<file path="config.mk">
export PLATFORM = sky130hd
export DESIGN_NAME = watchdog_timer
export DESIGN_NICKNAME = d
export VERILOG_FILES = /design/src/inc/wdt_pkg.sv /design/src/hdl/watchdog_timer.sv /design/src/hdl/wdt_divider.sv
export SDC_FILE = /design/constraint.sdc
export NUM_CORES = 1
export LEC_CHECK = 0
export BUFFER_PORTS_ARGS = -buffer_cell sky130_fd_sc_hd__buf_2
export CORE_MARGIN = 2
export CORE_UTILIZATION = 45
export CTS_CLUSTER_DIAMETER = 80
export DETAILED_ROUTE_END_ITERATION = 12
export PLACE_DENSITY = 0.63
export SYNTH_ARGS = -nofsm -noshare
export SYNTH_HDL_FRONTEND = slang
export SYNTH_HIERARCHICAL = 1
export SYNTH_SLANG_ARGS = --single-unit
</file>
<file path="constraint.sdc">
create_clock -name clk -period 2.4 [get_ports clk]
set_input_delay 0.6 -clock clk [delete_from_list [all_inputs] [get_ports clk]]
set_output_delay 0.6 -clock clk [all_outputs]
set_load 0.05 [all_outputs]
</file>
<file path="src/inc/wdt_pkg.sv">
// constants and carrier types for the watchdog block
// assumes: one 25 MHz clock, synchronous active-high reset
package wdt_pkg;
	// register map (plain port, byte index)
	localparam logic [1:0] ADDR_SELECT     = 2'h0;
	localparam logic [1:0] ADDR_STATUS     = 2'h1;
	localparam logic [1:0] ADDR_CMD        = 2'h2;
	localparam logic [7:0] SELECT_RESET    = 8'h07;
	// select register fields
	localparam int         PRESCALE_LSB    = 0;
	localparam int         PRESCALE_W      = 3;
	// status bit positions
	localparam int         HALT_FLAG_BIT   = 4;
	localparam int         EXPIRED_FLAG_BIT = 5;
	// command register bits
	localparam int         CMD_SINGLE_BIT  = 0;
	localparam int         CMD_FIRST_BIT   = 1;
	localparam int         CMD_SECOND_BIT  = 2;
	localparam int         CMD_HALT_BIT    = 3;
	// fixed divider and instruction-clock ratio
	localparam int         BASE_DIV_W      = 8;
	localparam int         INSTR_DIV       = 4;
	localparam logic [1:0] INSTR_DIV_LAST  = 2'(INSTR_DIV - 1);
	// nominal dedicated oscillator period and its cycle count at 25 MHz
	localparam int         OSC_PERIOD_NS   = 90000;
	localparam int         CLK_PERIOD_NS   = 40;
	localparam int         OSC_CYCLES      = OSC_PERIOD_NS / CLK_PERIOD_NS;

	typedef enum logic {CLK_FROM_OSC, CLK_FROM_INSTR} clk_src_t;
	typedef enum logic {CLEAR_SINGLE, CLEAR_PAIR}     clear_mode_t;

	// register port carrier
	typedef struct packed {
		logic [1:0] addr;
		logic [7:0] wdata;
		logic       wr;
		logic       rd;
	} reg_req_t;
endpackage

</file>
<file path="src/hdl/watchdog_timer.sv">
// watchdog timer: fixed /256 stage, 3-bit prescaler, flags, reset outputs
// assumes: cpu side pulses commands through the plain register port
//
// Notes on behaviour
// - build option picks oscillator or instruction clock
// - disabled watchdog ignores clear commands and never times out; halt command still halts and sets its flag
// - fixed divide by 256 before prescaler
// - select bits 2..0 give ratio 2^n
// - upper select bits are plain flag storage
// - overflow while running: chip reset, expired flag
// - overflow while halted: warm reset of pc, sp
// - pin, clear command or halt clear counter
// - option enables exactly one clearing scheme
// - single clear clears immediately
// - pair scheme clears after both instructions
// - instruction clock stops counting while halted
// - dedicated oscillator keeps running while halted
// - expired flag: set on timeout, cleared clear/halt
// - halt flag: set by halt, cleared by clear
`timescale 1ns/1ns
`default_nettype none
module watchdog_timer
	import wdt_pkg::*;
#(
	parameter wdt_pkg::clk_src_t    CLK_SRC     = wdt_pkg::CLK_FROM_OSC,
	parameter wdt_pkg::clear_mode_t CLEAR_MODE  = wdt_pkg::CLEAR_SINGLE,
	parameter bit                   WDT_ENABLE  = 1'b1,
	parameter bit                   OSC_ENABLE  = 1'b1,
	parameter int                   OSC_DIV     = wdt_pkg::OSC_CYCLES
) (
	input  wire logic              clk,
	input  wire logic              srst,
	input  wire wdt_pkg::reg_req_t req,
	input  wire logic              ext_clear_in_pin_n,
	output var  logic [7:0]        rdata_ff,
	output var  logic              chip_reset_ff,
	output var  logic              warm_reset_ff,
	output var  logic              halted_ff
);
	import wdt_pkg::*;

	localparam int CNT_W = BASE_DIV_W + (1 << PRESCALE_W) - 1;
	localparam int OSC_W = $clog2(OSC_DIV + 1);

	logic [7:0]       watchdog_select_ff;
	logic             watchdog_expired_flag_ff;
	logic             halt_entered_flag_ff;
	logic             first_seen_ff;
	logic [1:0]       instr_div_ff;
	logic [OSC_W-1:0] osc_cnt_ff;
	logic [CNT_W-1:0] count_ff;
	logic             wr_cmd;
	logic             single_clear_instr;
	logic             first_clear_instr;
	logic             second_clear_instr;
	logic             halt_instr;
	logic             sw_clear;
	logic             wdt_clear;
	logic             osc_tick;
	logic             instr_tick;
	logic             wdt_tick;
	logic             overflow;
	logic [PRESCALE_W-1:0] sel;
	// status byte as software sees it; bits 7..6 and 3..0 stay zero here
	logic [7:0]       status_word;

	// command decode; disabled watchdog turns clear commands into no-ops, halt still decoded
	assign wr_cmd             = req.wr && req.addr == ADDR_CMD && WDT_ENABLE;
	assign single_clear_instr = wr_cmd && req.wdata[CMD_SINGLE_BIT];
	assign first_clear_instr  = wr_cmd && req.wdata[CMD_FIRST_BIT];
	assign second_clear_instr = wr_cmd && req.wdata[CMD_SECOND_BIT];
	assign halt_instr         = req.wr && req.addr == ADDR_CMD && req.wdata[CMD_HALT_BIT];

	// only the scheme chosen at build time can clear
	always_comb begin
		if (CLEAR_MODE == CLEAR_SINGLE) begin
			sw_clear = single_clear_instr;
		end else begin
			sw_clear = second_clear_instr && first_seen_ff;
		end
	end

	// first half of the pair is remembered until the second arrives
	always_ff @(posedge clk) begin
		if (srst || !ext_clear_in_pin_n) begin
			first_seen_ff <= 1'b0;
		end else if (sw_clear || halt_instr) begin
			first_seen_ff <= 1'b0;
		end else if (first_clear_instr && CLEAR_MODE == CLEAR_PAIR) begin
			first_seen_ff <= 1'b1;
		end
	end

	assign wdt_clear = !ext_clear_in_pin_n || sw_clear || (halt_instr && WDT_ENABLE) || overflow;

	// dedicated oscillator model: free-running tick, runs through halt
	always_ff @(posedge clk) begin
		if (srst || !OSC_ENABLE) begin
			osc_cnt_ff <= '0;
		end else if (osc_cnt_ff == OSC_W'(OSC_DIV - 1)) begin
			osc_cnt_ff <= '0;
		end else begin
			osc_cnt_ff <= osc_cnt_ff + 1'b1;
		end
	end
	assign osc_tick = OSC_ENABLE && osc_cnt_ff == OSC_W'(OSC_DIV - 1);

	// instruction clock is system clock / 4, frozen while halted
	always_ff @(posedge clk) begin
		if (srst) begin
			instr_div_ff <= '0;
		end else if (!halted_ff) begin
			instr_div_ff <= instr_div_ff + 1'b1;
		end
	end
	assign instr_tick = !halted_ff && instr_div_ff == INSTR_DIV_LAST;

	// source chosen at build time; noisy systems should use the oscillator
	// limitation: with the instruction clock a halted device is never woken by the watchdog
	assign wdt_tick = WDT_ENABLE && ((CLK_SRC == CLK_FROM_OSC) ? osc_tick : instr_tick);

	// one counter holds the /256 stage and the prescaler above it
	wdt_divider #(.WIDTH(CNT_W)) u_div (
		.clk      (clk),
		.clear    (srst || wdt_clear),
		.tick     (wdt_tick),
		.count_ff (count_ff)
	);

	// overflow when fixed stage plus selected prescaler bits are all ones
	assign sel = watchdog_select_ff[PRESCALE_LSB +: PRESCALE_W];
	always_comb begin
		overflow = wdt_tick && WDT_ENABLE;
		for (int i = 0; i < CNT_W; i++) begin
			if (i < BASE_DIV_W + int'(sel) && !count_ff[i]) begin
				overflow = 1'b0;
			end
		end
	end

	// select register: all bits stored; upper bits are only flags
	always_ff @(posedge clk) begin
		if (srst || chip_reset_ff) begin
			watchdog_select_ff <= SELECT_RESET;
		end else if (req.wr && req.addr == ADDR_SELECT) begin
			watchdog_select_ff <= req.wdata;
		end
	end

	// halt state: entered by halt command, left by overflow or pin
	always_ff @(posedge clk) begin
		if (srst || !ext_clear_in_pin_n) begin
			halted_ff <= 1'b0;
		end else if (overflow) begin
			halted_ff <= 1'b0;
		end else if (halt_instr) begin
			halted_ff <= 1'b1;
		end
	end

	// reset outputs are one-cycle pulses
	always_ff @(posedge clk) begin
		if (srst) begin
			chip_reset_ff <= 1'b0;
			warm_reset_ff <= 1'b0;
		end else begin
			chip_reset_ff <= overflow && !halted_ff;
			warm_reset_ff <= overflow && halted_ff;
		end
	end

	// expired flag: timeout set wins over a clear in the same cycle
	always_ff @(posedge clk) begin
		if (srst) begin
			watchdog_expired_flag_ff <= 1'b0;
		end else if (overflow) begin
			watchdog_expired_flag_ff <= 1'b1;
		end else if (sw_clear || (halt_instr && WDT_ENABLE)) begin
			watchdog_expired_flag_ff <= 1'b0;
		end
	end

	// halt flag
	always_ff @(posedge clk) begin
		if (srst) begin
			halt_entered_flag_ff <= 1'b0;
		end else if (halt_instr) begin
			halt_entered_flag_ff <= 1'b1;
		end else if (sw_clear) begin
			halt_entered_flag_ff <= 1'b0;
		end
	end

	// status byte built bit by bit so a one-bit flag is never shifted out of its own width
	always_comb begin
		status_word                   = 8'h00;
		status_word[EXPIRED_FLAG_BIT] = watchdog_expired_flag_ff;
		status_word[HALT_FLAG_BIT]    = halt_entered_flag_ff;
	end

	// read data one cycle after the strobe, zero otherwise
	always_ff @(posedge clk) begin
		if (srst || !req.rd) begin
			rdata_ff <= '0;
		end else begin
			unique case (req.addr)
				ADDR_SELECT: rdata_ff <= watchdog_select_ff;
				ADDR_STATUS: rdata_ff <= status_word;
				default:     rdata_ff <= 8'h00;
			endcase
		end
	end

	// checks: all on clk, all quiet while srst is high

	// any clear source empties the whole chain next cycle
	a_clear_resets_cnt: assert property (@(posedge clk) disable iff (srst)
		wdt_clear |=> count_ff == '0) else $error("counter not cleared");

	// the pin alone must also drop halt and the pair memory
	a_pin_clears: assert property (@(posedge clk) disable iff (srst)
		!ext_clear_in_pin_n |=> count_ff == '0 && !halted_ff && !first_seen_ff) else $error("pin did not clear");

	// overflow while running becomes a chip reset and sets the flag
	a_overflow_chip: assert property (@(posedge clk) disable iff (srst)
		(overflow && !halted_ff) |=> chip_reset_ff && watchdog_expired_flag_ff) else $error("no chip reset");

	// chip reset is a pulse because the counter restarts on overflow
	a_chip_pulse: assert property (@(posedge clk) disable iff (srst)
		chip_reset_ff |=> !chip_reset_ff) else $error("chip reset too long");

	// overflow in halt is only a warm reset
	a_overflow_warm: assert property (@(posedge clk) disable iff (srst)
		(overflow && halted_ff) |=> warm_reset_ff && !chip_reset_ff) else $error("no warm reset");

	// a warm reset keeps the select register as it was
	a_warm_keeps_sel: assert property (@(posedge clk) disable iff (srst)
		(overflow && halted_ff && !(req.wr && req.addr == ADDR_SELECT))
		|=> watchdog_select_ff == $past(watchdog_select_ff)) else $error("warm reset lost select");

	// instruction clock source: no tick at all once halted
	a_halt_freeze: assert property (@(posedge clk) disable iff (srst)
		(CLK_SRC == CLK_FROM_INSTR && halted_ff && $past(halted_ff)) |-> !wdt_tick) else $error("tick in halt");

	// instruction ticks are at least four system clocks apart
	a_instr_rate: assert property (@(posedge clk) disable iff (srst)
		instr_tick |=> !instr_tick [*3]) else $error("instruction tick too fast");

	// the single instruction does nothing in the pair scheme
	a_pair_needs_first: assert property (@(posedge clk) disable iff (srst)
		(CLEAR_MODE == CLEAR_PAIR && single_clear_instr && !first_seen_ff && !second_clear_instr)
		|-> !sw_clear) else $error("wrong scheme cleared");

	// the single scheme clears in the very cycle of the command
	a_single_now: assert property (@(posedge clk) disable iff (srst)
		(CLEAR_MODE == CLEAR_SINGLE && single_clear_instr) |-> sw_clear) else $error("single clear ignored");

	// a disabled watchdog neither clears nor expires
	a_disabled_quiet: assert property (@(posedge clk) disable iff (srst)
		!WDT_ENABLE |-> !sw_clear && !overflow) else $error("disabled wdt acted");

	// halt always raises its flag
	a_halt_flag_set: assert property (@(posedge clk) disable iff (srst)
		halt_instr |=> halt_entered_flag_ff) else $error("halt flag not set");

	// clear without a same-cycle timeout drops the expired flag
	a_expired_clear: assert property (@(posedge clk) disable iff (srst)
		(sw_clear && !overflow) |=> !watchdog_expired_flag_ff) else $error("expired not cleared");

	// halt drops the expired flag as well
	a_halt_expired: assert property (@(posedge clk) disable iff (srst)
		(halt_instr && WDT_ENABLE && !overflow) |=> !watchdog_expired_flag_ff) else $error("halt kept expired");

	// select writes land whole, unless a chip reset reloads it
	a_select_write: assert property (@(posedge clk) disable iff (srst)
		(req.wr && req.addr == ADDR_SELECT && !chip_reset_ff) |=> watchdog_select_ff == $past(req.wdata))
		else $error("select not stored");

	// read data appear one cycle after the strobe
	a_read_lat: assert property (@(posedge clk) disable iff (srst)
		(req.rd && req.addr == ADDR_SELECT) |=> rdata_ff == $past(watchdog_select_ff)) else $error("bad read");

	// status read returns both flags in place
	a_status_read: assert property (@(posedge clk) disable iff (srst)
		(req.rd && req.addr == ADDR_STATUS) |=> rdata_ff == $past(status_word)) else $error("bad status read");

	// main scenarios
	c_chip_reset: cover property (@(posedge clk) disable iff (srst) chip_reset_ff);
	c_warm_reset: cover property (@(posedge clk) disable iff (srst) warm_reset_ff);
	c_sw_clear: cover property (@(posedge clk) disable iff (srst) sw_clear);
	c_pair_clear: cover property (@(posedge clk) disable iff (srst) CLEAR_MODE == CLEAR_PAIR && sw_clear);
	c_halt_wake: cover property (@(posedge clk) disable iff (srst) halted_ff ##1 !halted_ff);
endmodule // watchdog_timer
`default_nettype wire

</file>
<file path="src/hdl/wdt_divider.sv">
// ripple-free binary divider chain counting watchdog ticks
// assumes: tick is a one-cycle pulse on clk
`timescale 1ns/1ns
`default_nettype none
module wdt_divider #(
	parameter int WIDTH = 15
) (
	input  wire logic             clk,
	input  wire logic             clear,
	input  wire logic             tick,
	output var  logic [WIDTH-1:0] count_ff
);
	// clear beats tick so a clear in the same cycle starts from zero
	always_ff @(posedge clk) begin
		if (clear) begin
			count_ff <= '0;
		end else if (tick) begin
			count_ff <= count_ff + 1'b1;
		end
	end
endmodule // wdt_divider
`default_nettype wire

</file>
==> results of run 1 <==
[metrics by stage]
stage	setup WS [ns]	utilization [%]
2_1_floorplan	0.229	-
3_3_place_gp	0.167	51.7
3_5_place_dp	0.103	51.7
4_1_cts	0.108	53.8
5_1_grt	0.0152	53.9
6_report	0.154	53.9
[path summary, 6_finish.rpt]
kind	from	to	slack, ns	depth (start not counted)
min	watchdog_select_ff[7]	rdata_ff[7]	0.46	1
max reg2reg	osc_cnt_ff[9]	u_div/count_ff[13]	0.15	5
max	osc_cnt_ff[9]	u_div/count_ff[13]	0.15	5
min reg2reg	watchdog_select_ff[7]	rdata_ff[7]	0.46	1
[layout by cell type, fill, tap and decap left out, drive strengths merged]
cell type	count
dfxtp	48
nor2	33
buf	33
nand2	16
mux2i	11
xnor2	9
a21oi	9
nand4	9
nand3	7
nor2b	6
and2	6
nor4	6
inv	5
o21ai	5
o31ai	5
xor2	5
clkbuf	5
nor3	4
or4	4
or3	4
ha	3
mux2	3
and3b	2
or2	2
clkinvlp	2
nor3b	2
or4b	1
a2111oi	1
o21ba	1
nand4b	1
a22oi	1
nor4bb	1
clkinv	1
[worst max-delay path, delay by kind of cell, from the launching register on]
kind             cells  cell delay, ns
DFF                  1            0.34
and+or+nand+nor      4            1.45
muxes                1            0.36
[layout make-up]
class | count | share of cell area [%]
inverter | 5 | 0.799
multi-input combinational | 157 | 43.7
tap | 52 | 2.77
sequential | 48 | 40.9
clock inverter | 3 | 1.01
clock buffer | 5 | 2.93
timing repair buffer | 33 | 7.88
[sequential cells by signal, summed over array words and instances (netlist names)]
register	flops
chip_reset_ff	1
halt_entered_flag_ff	1
halted_ff	1
osc_cnt_ff	12
rdata_ff	8
u_div/count_ff	15
warm_reset_ff	1
watchdog_expired_flag_ff	1
watchdog_select_ff	8
[layer usage]
layer / up-vias / wire, um
met5: - / 0
met3: 6 / 91
met2: 15 / 1620
met4: 0 / 62
met1: 706 / 1850
li1: 818 / -
[power groups by stage]
stage / Sequential (mW) / Clock (mW) / Combinational (mW)
4_1_cts: 0.816 / 0.513 / 0.0756
3_5_place_dp: 0.835 / 0 / 0.0753
3_3_place_gp: 0.835 / 0 / 0.0747
5_1_grt: 0.819 / 0.547 / 0.0844
6_report: 0.816 / 0.492 / 0.0746
2_1_floorplan: 0.840 / 0 / 0.0411
[what timing repair did]
item / 4_1_cts / 5_1_grt
hold buffers: 0 / 0
gates resized for setup: 0 / 1
endpoints found under the setup margin: 0 / 1
[logic make-up after synthesis]
group | count (synthesis)
compound gates | 22
xor+xnor | 14
fa+ha+maj | 3
buf+inv | 11
flops | 48
mux | 14
simple gates | 104
==> metrics, run 1 <==
result of the run finished clean; H-Tree Depth 2; setup repair after global routing missed its margin false; count of distinct cell types in the synthesized netlist 37; summed area of non-filler cells in the final layout 0.00235 sq mm; proportion of layout cells with a drive suffix above 1 21.5%; Layout Cells excl Fill 303; number of enable flip-flop cells after synthesis 0; final critical delay including setup and external delays 2.25 ns; average wire per standard cell 12.0 um; diodes inserted 0; Critical Path End Type register; largest net degree at the start of global routing 17; total global routing track utilization 15.5%; root buffer cell clkbuf_8; ANT nets after route 0; Longest Clk Path Bufs 2; Worst Max-Slew Pin Slew 0.513 ns; final worst clock skew 0.00473 ns; cells taking the most area after synthesis dfxtp_1, nor2_1, mux2i_1; synthesized-area fraction occupied by xor and xnor cells 6.04%; area share of the largest cell type after synthesis 47.3%; cell area after synthesis 0.00203 sq mm; layout overhead on the synthesized area 15.6%; part of the total power dissipated in combinational logic 5.4%; most common cell in the synthesized netlist dfxtp_1; number of global-route vias before repair 1372; sort of element at the start of the critical path register; DIE AREA 0.00507 sq mm; synthesized-area fraction occupied by and/or/nand/nor cells 28.7%; number of antenna violations at the first check in global routing 0; wire length of the first global-routing pass 6190 um; Max-cap violations 0; Net Sw Frac 24.4%; PD cells 589 mW/mm^2; count of mapped cells out of synthesis 216; post-synth top area cell dfxtp_1; source-to-sink clock delay at the later pin of the worst-skew pair 0.30 ns; Worst-path clk slew 0.09 ns; final setup violation count 0; TritonCTS clock tree built; drt pass-1 iters 4; most used flip-flop cell after synthesis dfxtp_1; fill cell instance count of the final layout 422; gr busiest metal met2; Clock Sinks 48; Post-Route Setup TNS 0 ns; GR Overflow Total 0; total half-perimeter wirelength after legalization and detailed placement 2640 um; total wirelength of the detailed-routed design 3630 um; Port Buffers 25; CP max-delay cell or4b_4; overall via count from detail_route 1545; share of the synthesized area in compound gates (AO/OA/AOI/OAI) 6.59%; Highest Clock Rate 445 MHz; area share of fa/ha/maj cells after synthesis 1.85%; Cell Int Power 1.05 mW; met2 usage 24.0%; drt drc 0; Placement Cell Area 0.00225 sq mm; synthesis-stage register bit count 48; part of the power in registers 59.0%; Sequential cell area 961 sq um; Worst Path Arrival 2.45 ns; DIE WIDTH 71.2 um; total count of hold-check failures in the final report 0; part of the cycle the worst path needs 93.6%; max-slew headroom at the worst pin 64.9%; cells along the critical path or4b_4, nor4_4, nand4_2, nor4_2, mux2_2; dominant combinational cell family by area after synthesis simple AND/OR/NAND/NOR gates; data required time at the worst endpoint 2.60 ns; area used by multi-input combinational logic 0.00103 sq mm; average instance area after synthesis 9.40 sq um; site row count 24; net count after synthesis 234; setup bufs post-CTS 0; GR Layer Usage met3 4.70%; clock share of power 35.6%; area of the core 0.00435 sq mm; proportion of synthesized area in mux cells 7.09%; number of warning messages in the yosys log 6; switching power of the nets 337 uW; met1 Track Usage GR 20.2%; total placed cells including tap cells 295; Power Total 1.38 mW; critical path class register to register; final estimated routing congestion in global placement 0.793; path type of the worst min-delay path register to register; number of top-level design ports 26; initial standard-cell utilization of the core 46.6%; Slowest Stage Delay on Critical Path 0.55 ns; Final #Nets 268; register area share after synthesis 47.3%; chip height 71.2 um; CTS buffer count 5; Max rail drop VDD 0.000314 V; DRC marker count from the first detailed-route iteration 63; static leakage 0.867 nW; hold slack 0.459 ns; maximum fanout along the worst path 10; average via count per standard cell 5.10; max-slew violation count 0; Synth async-reset ratio 0%; most instantiated cells after synthesis dfxtp_1, nor2_1, nand2_1
Power figures use the tool's default switching activity.
==> run 2: changes to the inputs <==
--- a/config.mk
+++ b/config.mk
@@ -6,12 +6,11 @@
 export NUM_CORES = 1
 export LEC_CHECK = 0
 export BUFFER_PORTS_ARGS = -buffer_cell sky130_fd_sc_hd__buf_2
-export CORE_MARGIN = 2
 export CORE_UTILIZATION = 45
 export CTS_CLUSTER_DIAMETER = 80
 export DETAILED_ROUTE_END_ITERATION = 12
+export MAX_ROUTING_LAYER = met4
 export PLACE_DENSITY = 0.63
 export SYNTH_ARGS = -nofsm -noshare
 export SYNTH_HDL_FRONTEND = slang
-export SYNTH_HIERARCHICAL = 1
 export SYNTH_SLANG_ARGS = --single-unit
==> metrics, run 2 <==
Reg2Reg Launch Point osc_cnt_ff[9]; net count after synthesis 242 (+3.4%); maximum fanout along the worst path 12 (+2); path type of the worst min-delay path register to register; result of the run finished clean; topmost layer with routed signal wires met4; setup bufs post-CTS 0 (unchanged); met2 WL post-DR 1670 um (+2.9%); number of antenna violations at the first check in global routing 0 (unchanged); count of distinct cell types in the synthesized netlist 39 (+5.4%); overall via count from detail_route 1547 (+0.13%); Cell Int Power 1.15 mW (+9.6%); average wire per standard cell 12.4 um (+3.3%); number of warning messages in the yosys log 0 (-6); most instantiated cells after synthesis dfxtp_1, nor2_1, nand2_1; average instance area after synthesis 9.12 sq um (-3.0%); area of the core 0.00435 sq mm (unchanged); Worst-path clk slew 0.08 ns (about the same); setup repair after global routing missed its margin false; largest net degree at the start of global routing 16 (-1); count of mapped cells out of synthesis 224 (+3.7%); ANT nets after route 0 (unchanged); final estimated routing congestion in global placement 0.790 (-0.40%); initial standard-cell utilization of the core 46.9% (+0.26 points); Worst Max-Slew Pin Slew 0.537 ns (+0.0237 ns); average via count per standard cell 5.04 (-1.2%); proportion of layout cells with a drive suffix above 1 16.1% (-5.4 points); most common cell in the synthesized netlist dfxtp_1; PD cells 620 mW/mm^2 (+5.3%); TritonCTS clock tree built; Layout Cells excl Fill 307 (+1.3%); Worst Path Arrival 2.20 ns (-0.25 ns); wire length of the first global-routing pass 6430 um (+3.9%); clock share of power 39.1% (+3.5 points); max-slew violation count 0 (unchanged); total count of hold-check failures in the final report 0 (unchanged); GR Overflow Total 0 (unchanged); Max rail drop VDD 0.000341 V (+8.4%); Biggest register u_div.count_ff; total placed cells including tap cells 299 (+1.4%); summed area of non-filler cells in the final layout 0.00234 sq mm (-0.16%); Post-Route Setup TNS 0 ns (unchanged); data required time at the worst endpoint 2.58 ns (-0.02 ns); Synth async-reset ratio 0% (unchanged); max-slew headroom at the worst pin 63.9% (-1.0 points); sort of element at the start of the critical path register; most common library cell in the layout ignoring fill and taps dfxtp_1; Placement Cell Area 0.00224 sq mm (-0.56%); DIE AREA 0.00481 sq mm (-5.0%); total global routing track utilization 17.2% (+1.7 points); H-Tree Depth 2 (unchanged); final critical delay including setup and external delays 2.02 ns (-0.225 ns); crit path from osc_cnt_ff[9]; layout overhead on the synthesized area 14.8%; chip height 69.4 um (-2.6%); Longest Clk Path Bufs 2 (unchanged); Port Buffers 25 (unchanged); cells taking the most area after synthesis dfxtp_1, mux2i_1, nor2_1; number of top-level design ports 26 (unchanged); area share of the largest cell type after synthesis 47.1% (-0.26 points); top library cells by usage in the layout, fill and taps aside dfxtp_1, nor2_1, buf_2, nand2_1, mux2i_1; drt drc 0 (unchanged); total half-perimeter wirelength after legalization and detailed placement 2720 um (+2.8%); site row count 24 (unchanged); synthesis-stage register bit count 48 (unchanged); number of enable flip-flop cells after synthesis 0 (unchanged); worst hold start watchdog_select_ff[6]; root buffer cell clkbuf_8; final setup violation count 0 (unchanged); Net Sw Frac 21.2% (-3.2 points); part of the power in registers 56.0% (-3.0 points); static leakage 0.932 nW (+7.5%); metal3 WL 85 um (-6.6%); drt pass-1 iters 4 (unchanged); diodes inserted 0 (unchanged); part of the cycle the worst path needs 84.2% (-9.4 points); register area share after synthesis 47.1% (-0.26 points); Highest Clock Rate 495 MHz (+11%); post-synth top area cell dfxtp_1; Critical Path End Type register; Clock Sinks 48 (unchanged); post-CTS sizing 0 (unchanged); total wirelength of the detailed-routed design 3800 um (+4.7%); cell area after synthesis 0.00204 sq mm (+0.55%); part of the total power dissipated in combinational logic 4.8% (-0.6 points); number of flip-flops under the largest register name 15 (unchanged); DIE WIDTH 69.4 um (-2.6%); # hold bufs at CTS 0 (unchanged); most used flip-flop cell after synthesis dfxtp_1; routed length on met1 1980 um (+7.0%); Max-cap violations 0 (unchanged); Regs by FF count u_div.count_ff x15, osc_cnt_ff x12; switching power of the nets 308 uW (-8.5%); critical path class register to register; source-to-sink clock delay at the later pin of the worst-skew pair 0.30 ns (about the same); CTS buffer count 5 (unchanged); final worst clock skew 0.00246 ns (-0.00227 ns); Final #Nets 272 (+1.5%); DRC marker count from the first detailed-route iteration 95 (+51%); number of global-route vias before repair 1475 (+7.5%)
## run 2: final timing paths
check	slack, ns	cells past startpoint	to
max	0.38	4	osc_cnt_ff[9]
min	0.46	1	rdata_ff[6]
max reg2reg	0.38	4	osc_cnt_ff[9]
min reg2reg	0.46	1	rdata_ff[6]
## run 2: cell families after synthesis
| kind of cell | count (synthesis) | share of synthesized area, % |
|---|---|---|
| AND/OR/NAND/NOR | 108 | 28.6 |
| flip-flops | 48 | 47.1 |
| AO/OA/AOI/OAI | 26 | 7.72 |
| XOR/XNOR | 17 | 7.29 |
| buffers and inverters | 11 | 2.14 |
| multiplexers | 11 | 5.39 |
| adder cells (fa/ha/maj) | 3 | 1.84 |
## run 2: per-stage QoR
step / hold WS [ns] / total power [mW] / setup slack (ns) / utilization, %
after floorplan: 0.429 / 0.877 / 0.502 / -
after global placement: 0.437 / 0.904 / 0.395 / 51.4
after detailed placement: 0.442 / 0.905 / 0.360 / 51.4
after CTS: 0.462 / 1.48 / 0.350 / 53.9
after global routing: 0.488 / 1.51 / 0.210 / 53.9
final: 0.457 / 1.45 / 0.379 / 53.9
## run 2: critical path, cell delays in order (launching register included)
cell and delay [ns]:
dfxtp_1 0.35, or4_4 0.55, or3_2 0.52, nand2b_1 0.37
nor2_1 0.10
## run 2: cell type report
| cell class | count | area, sq um |
|---|---|---|
| inverter | 5 | 18.8 |
| fill | 401 | 2010 |
| tap | 52 | 65.1 |
| sequential | 48 | 961 |
| multi-input combinational | 165 | 1040 |
| clock inverter | 2 | 35.0 |
| timing repair buffer | 29 | 155 |
| clock buffer | 6 | 72.6 |
## run 2: layer usage
| metal | GRT usage [%] | vias up |
|---|---|---|
| li1 | - | 833 |
| met1 | 21.6 | 693 |
| met2 | 25.8 | 14 |
| met3 | 4.51 | 7 |
| met4 | 7.94 | 0 |
| met5 | - | - |
## run 2: power groups by stage
stage | clock (mW) | sequential [mW] | combinational, mW
finish | 0.569 | 0.815 | 0.0699
global route | 0.616 | 0.817 | 0.0775
CTS | 0.595 | 0.815 | 0.0707
detailed placement | 0 | 0.834 | 0.0706
global placement | 0 | 0.834 | 0.0698
floorplan | 0 | 0.839 | 0.0375
==> run 3: changes to the inputs <==
--- a/config.mk
+++ b/config.mk
@@ -5,12 +5,13 @@
 export SDC_FILE = /design/constraint.sdc
 export NUM_CORES = 1
 export LEC_CHECK = 0
+export ABC_AREA = 1
 export BUFFER_PORTS_ARGS = -buffer_cell sky130_fd_sc_hd__buf_2
 export CORE_UTILIZATION = 45
 export CTS_CLUSTER_DIAMETER = 80
 export DETAILED_ROUTE_END_ITERATION = 12
 export MAX_ROUTING_LAYER = met4
-export PLACE_DENSITY = 0.63
+export PLACE_DENSITY = 0.64
 export SYNTH_ARGS = -nofsm -noshare
 export SYNTH_HDL_FRONTEND = slang
 export SYNTH_SLANG_ARGS = --single-unit
==> constraint.sdc (replaced) <==
create_clock -name clk -period 1.8 [get_ports clk]
set_input_delay 0.45 -clock clk [delete_from_list [all_inputs] [get_ports clk]]
set_output_delay 0.45 -clock clk [all_outputs]
set_load 0.05 [all_outputs]
==> metrics, run 3 <==
result of the run finished clean; Critical Path End Type register; register area share after synthesis 41.6% (-5.5 points); final estimated routing congestion in global placement 0.797 (+0.86%); root buffer cell clkbuf_8; CP max-delay cell dfxtp_1; total count of hold-check failures in the final report 0 (unchanged); share of the synthesized area in compound gates (AO/OA/AOI/OAI) 8.45% (+0.73 points); drt pass-1 iters 4 (unchanged); post-CTS sizing 0 (unchanged); top library cells by usage in the layout, fill and taps aside nand2_1, dfxtp_1, inv_1, nor2_1, buf_2; largest net degree at the start of global routing 18 (+2); Cell Int Power 1.66 mW (+45%); setup repair after global routing missed its margin false; max-slew headroom at the worst pin 63.6% (-0.29 points); proportion of layout cells with a drive suffix above 1 19.0% (+2.9 points); chip height 73.7 um (+6.2%); number of global-route vias before repair 1826 (+24%); part of the cycle the worst path needs 88.9% (+4.7 points); # hold bufs at CTS 0 (unchanged); path type of the worst min-delay path primary input to register; count of distinct cell types in the synthesized netlist 31 (-21%); synthesized-area fraction occupied by and/or/nand/nor cells 36.5% (+8.0 points); dominant combinational cell family by area after synthesis simple AND/OR/NAND/NOR gates; number of top-level design ports 26 (unchanged); Worst Path Arrival 1.79 ns (-0.41 ns); maximum fanout along the worst path 4 (-8); total wirelength of the detailed-routed design 4640 um (+22%); PD cells 798 mW/mm^2 (+29%); Biggest register u_div.count_ff; synthesized-area fraction occupied by xor and xnor cells 3.03% (-4.3 points); final worst clock skew 0.00753 ns (+0.00507 ns); cell area after synthesis 0.00231 sq mm (+13%); count of mapped cells out of synthesis 316 (+41%); average wire per standard cell 11.2 um (-9.7%); Slowest Stage Delay on Critical Path 0.40 ns (-0.15 ns); Worst Max-Slew Pin Slew 0.541 ns (+0.00366 ns); most used flip-flop cell after synthesis dfxtp_1; proportion of synthesized area in mux cells 0% (-5.4 points); Worst-path clk slew 0.09 ns (about the same); area of the core 0.00482 sq mm (+11%); Clock Sinks 48 (unchanged); CTS buffer count 5 (unchanged); Regs by FF count u_div.count_ff x15, osc_cnt_ff x12; clock share of power 43.0% (+3.9 points); data required time at the worst endpoint 1.99 ns (-0.59 ns); cells taking the most area after synthesis dfxtp_1, nand2_1, inv_1; final critical delay including setup and external delays 1.60 ns (-0.421 ns); setup bufs post-CTS 0 (unchanged); most instantiated cells after synthesis nand2_1, dfxtp_1, inv_1; DRC marker count from the first detailed-route iteration 75 (-21%); DIE AREA 0.00543 sq mm (+13%); Highest Clock Rate 625 MHz (+26%); area share of the largest cell type after synthesis 41.6% (-5.5 points); number of warning messages in the yosys log 0 (unchanged); hold slack 0.340 ns (-0.117 ns); layout overhead on the synthesized area 14.2%; synthesis-stage register bit count 48 (unchanged); net count after synthesis 334 (+38%); Max-cap violations 0 (unchanged); overall via count from detail_route 2011 (+30%); switching power of the nets 440 uW (+43%); cells along the critical path ha_1, nand2_1, nor3_2, nand3_1, o21ai_0, nand2_1, inv_1, nor2_2; total global routing track utilization 20.0% (+2.8 points); static leakage 1.04 nW (+12%); most common cell in the synthesized netlist nand2_1; area share of fa/ha/maj cells after synthesis 1.62% (-0.21 points); Most common cell on crit path nand2_1; H-Tree Depth 2 (unchanged); post-synth top area cell dfxtp_1; site row count 25 (+4.2%); wire length of the first global-routing pass 8050 um (+25%); Synth async-reset ratio 0% (unchanged); Final #Nets 366 (+35%); number of antenna violations at the first check in global routing 0 (unchanged); fill cell instance count of the final layout 472 (+18%); initial standard-cell utilization of the core 48.0% (+1.1 points); cells on worst reg2reg path 8 (+4); sort of element at the start of the critical path register; Cells on Worst Hold Path 2 (+1); Net Sw Frac 20.9% (-0.28 points); part of the power in registers 51.8% (-4.2 points); diodes inserted 0 (unchanged); Max rail drop VDD 0.000509 V (+49%); total half-perimeter wirelength after legalization and detailed placement 3530 um (+30%); critical path class register to register; DIE WIDTH 73.7 um (+6.2%); Post-Route Setup TNS 0 ns (unchanged); drt drc 0 (unchanged); GR Overflow Total 0 (unchanged); TritonCTS clock tree built; final setup violation count 0 (unchanged); ANT nets after route 0 (unchanged); number of enable flip-flop cells after synthesis 0 (unchanged); Longest Clk Path Bufs 2 (unchanged); average via count per standard cell 4.85 (-3.8%); max-slew violation count 0 (unchanged); part of the total power dissipated in combinational logic 5.1% (+0.3 points); number of flip-flops under the largest register name 15 (unchanged); Port Buffers 25 (unchanged); most common library cell in the layout ignoring fill and taps nand2_1; source-to-sink clock delay at the later pin of the worst-skew pair 0.30 ns (about the same); Sequential cell area 961 sq um (unchanged); average instance area after synthesis 7.31 sq um (-20%); area used by multi-input combinational logic 0.00115 sq mm (+11%)
==> run 3: critical path, delay by kind of cell (launching register included) <==
kind | cells | cell delay [ns]
simple gates | 5 | 0.60
flops | 1 | 0.40
fa+ha+maj | 1 | 0.26
compound gates | 1 | 0.18
buf+inv | 1 | 0.06
==> run 3: final timing paths <==
kind	startpoint	slack [ns]	to
setup / recovery	u_div.count_ff[0]	0.20	u_div.count_ff[8]
hold / removal	srst	0.34	halt_entered_flag_ff
hold reg to reg	watchdog_select_ff[7]	0.44	rdata_ff[7]
setup reg to reg	u_div.count_ff[0]	0.20	u_div.count_ff[8]
==> run 3: per-stage QoR <==
stage / cell area [sq um] / worst slack (ns) / util [%] / std cells / total power [mW]
2_1_floorplan: 2310 / 0.413 / - / 316 / 1.19
3_3_place_gp: 2510 / 0.185 / 52.1 / 408 / 1.22
3_5_place_dp: 2510 / 0.205 / 52.1 / 408 / 1.22
4_1_cts: 2640 / 0.189 / 54.8 / 415 / 2.12
5_1_grt: 2640 / 0.0461 / 54.8 / 415 / 2.18
6_report: 2640 / 0.200 / 54.8 / 415 / 2.11
==> run 3: power groups by stage <==
stage               logic [mW]  registers [mW]  clock network [mW]
global route             0.123            1.09               0.960
global placement         0.108            1.12                   0
CTS                      0.109            1.09               0.920
detailed placement       0.109            1.12                   0
floorplan               0.0651            1.12                   0
finish                   0.108            1.09               0.906
==> run 3: kinds of logic after synthesis <==
kind of cell | after synthesis
compound gates | 36
xor+xnor | 8
simple gates | 173
fa+ha+maj | 3
flops | 48
buf+inv | 48
==> run 3: layer usage <==
| metal | routed length [um] | track usage, % | vias to the layer above |
|---|---|---|---|
| li1 | - | - | 1069 |
| met1 | 2390 | 27.5 | 900 |
| met2 | 2010 | 28.5 | 38 |
| met3 | 183 | 4.94 | 4 |
| met4 | 54 | 6.41 | 0 |
| met5 | 0 | - | - |
==> run 3: area by class of cell <==
cell class | instances | area share, %
clock buffer | 5 | 2.61
clock inverter | 2 | 2.28
inverter | 45 | 6.45
multi-input combinational | 220 | 43.5
sequential | 48 | 36.4
tap | 67 | 3.18
timing repair buffer | 28 | 5.60
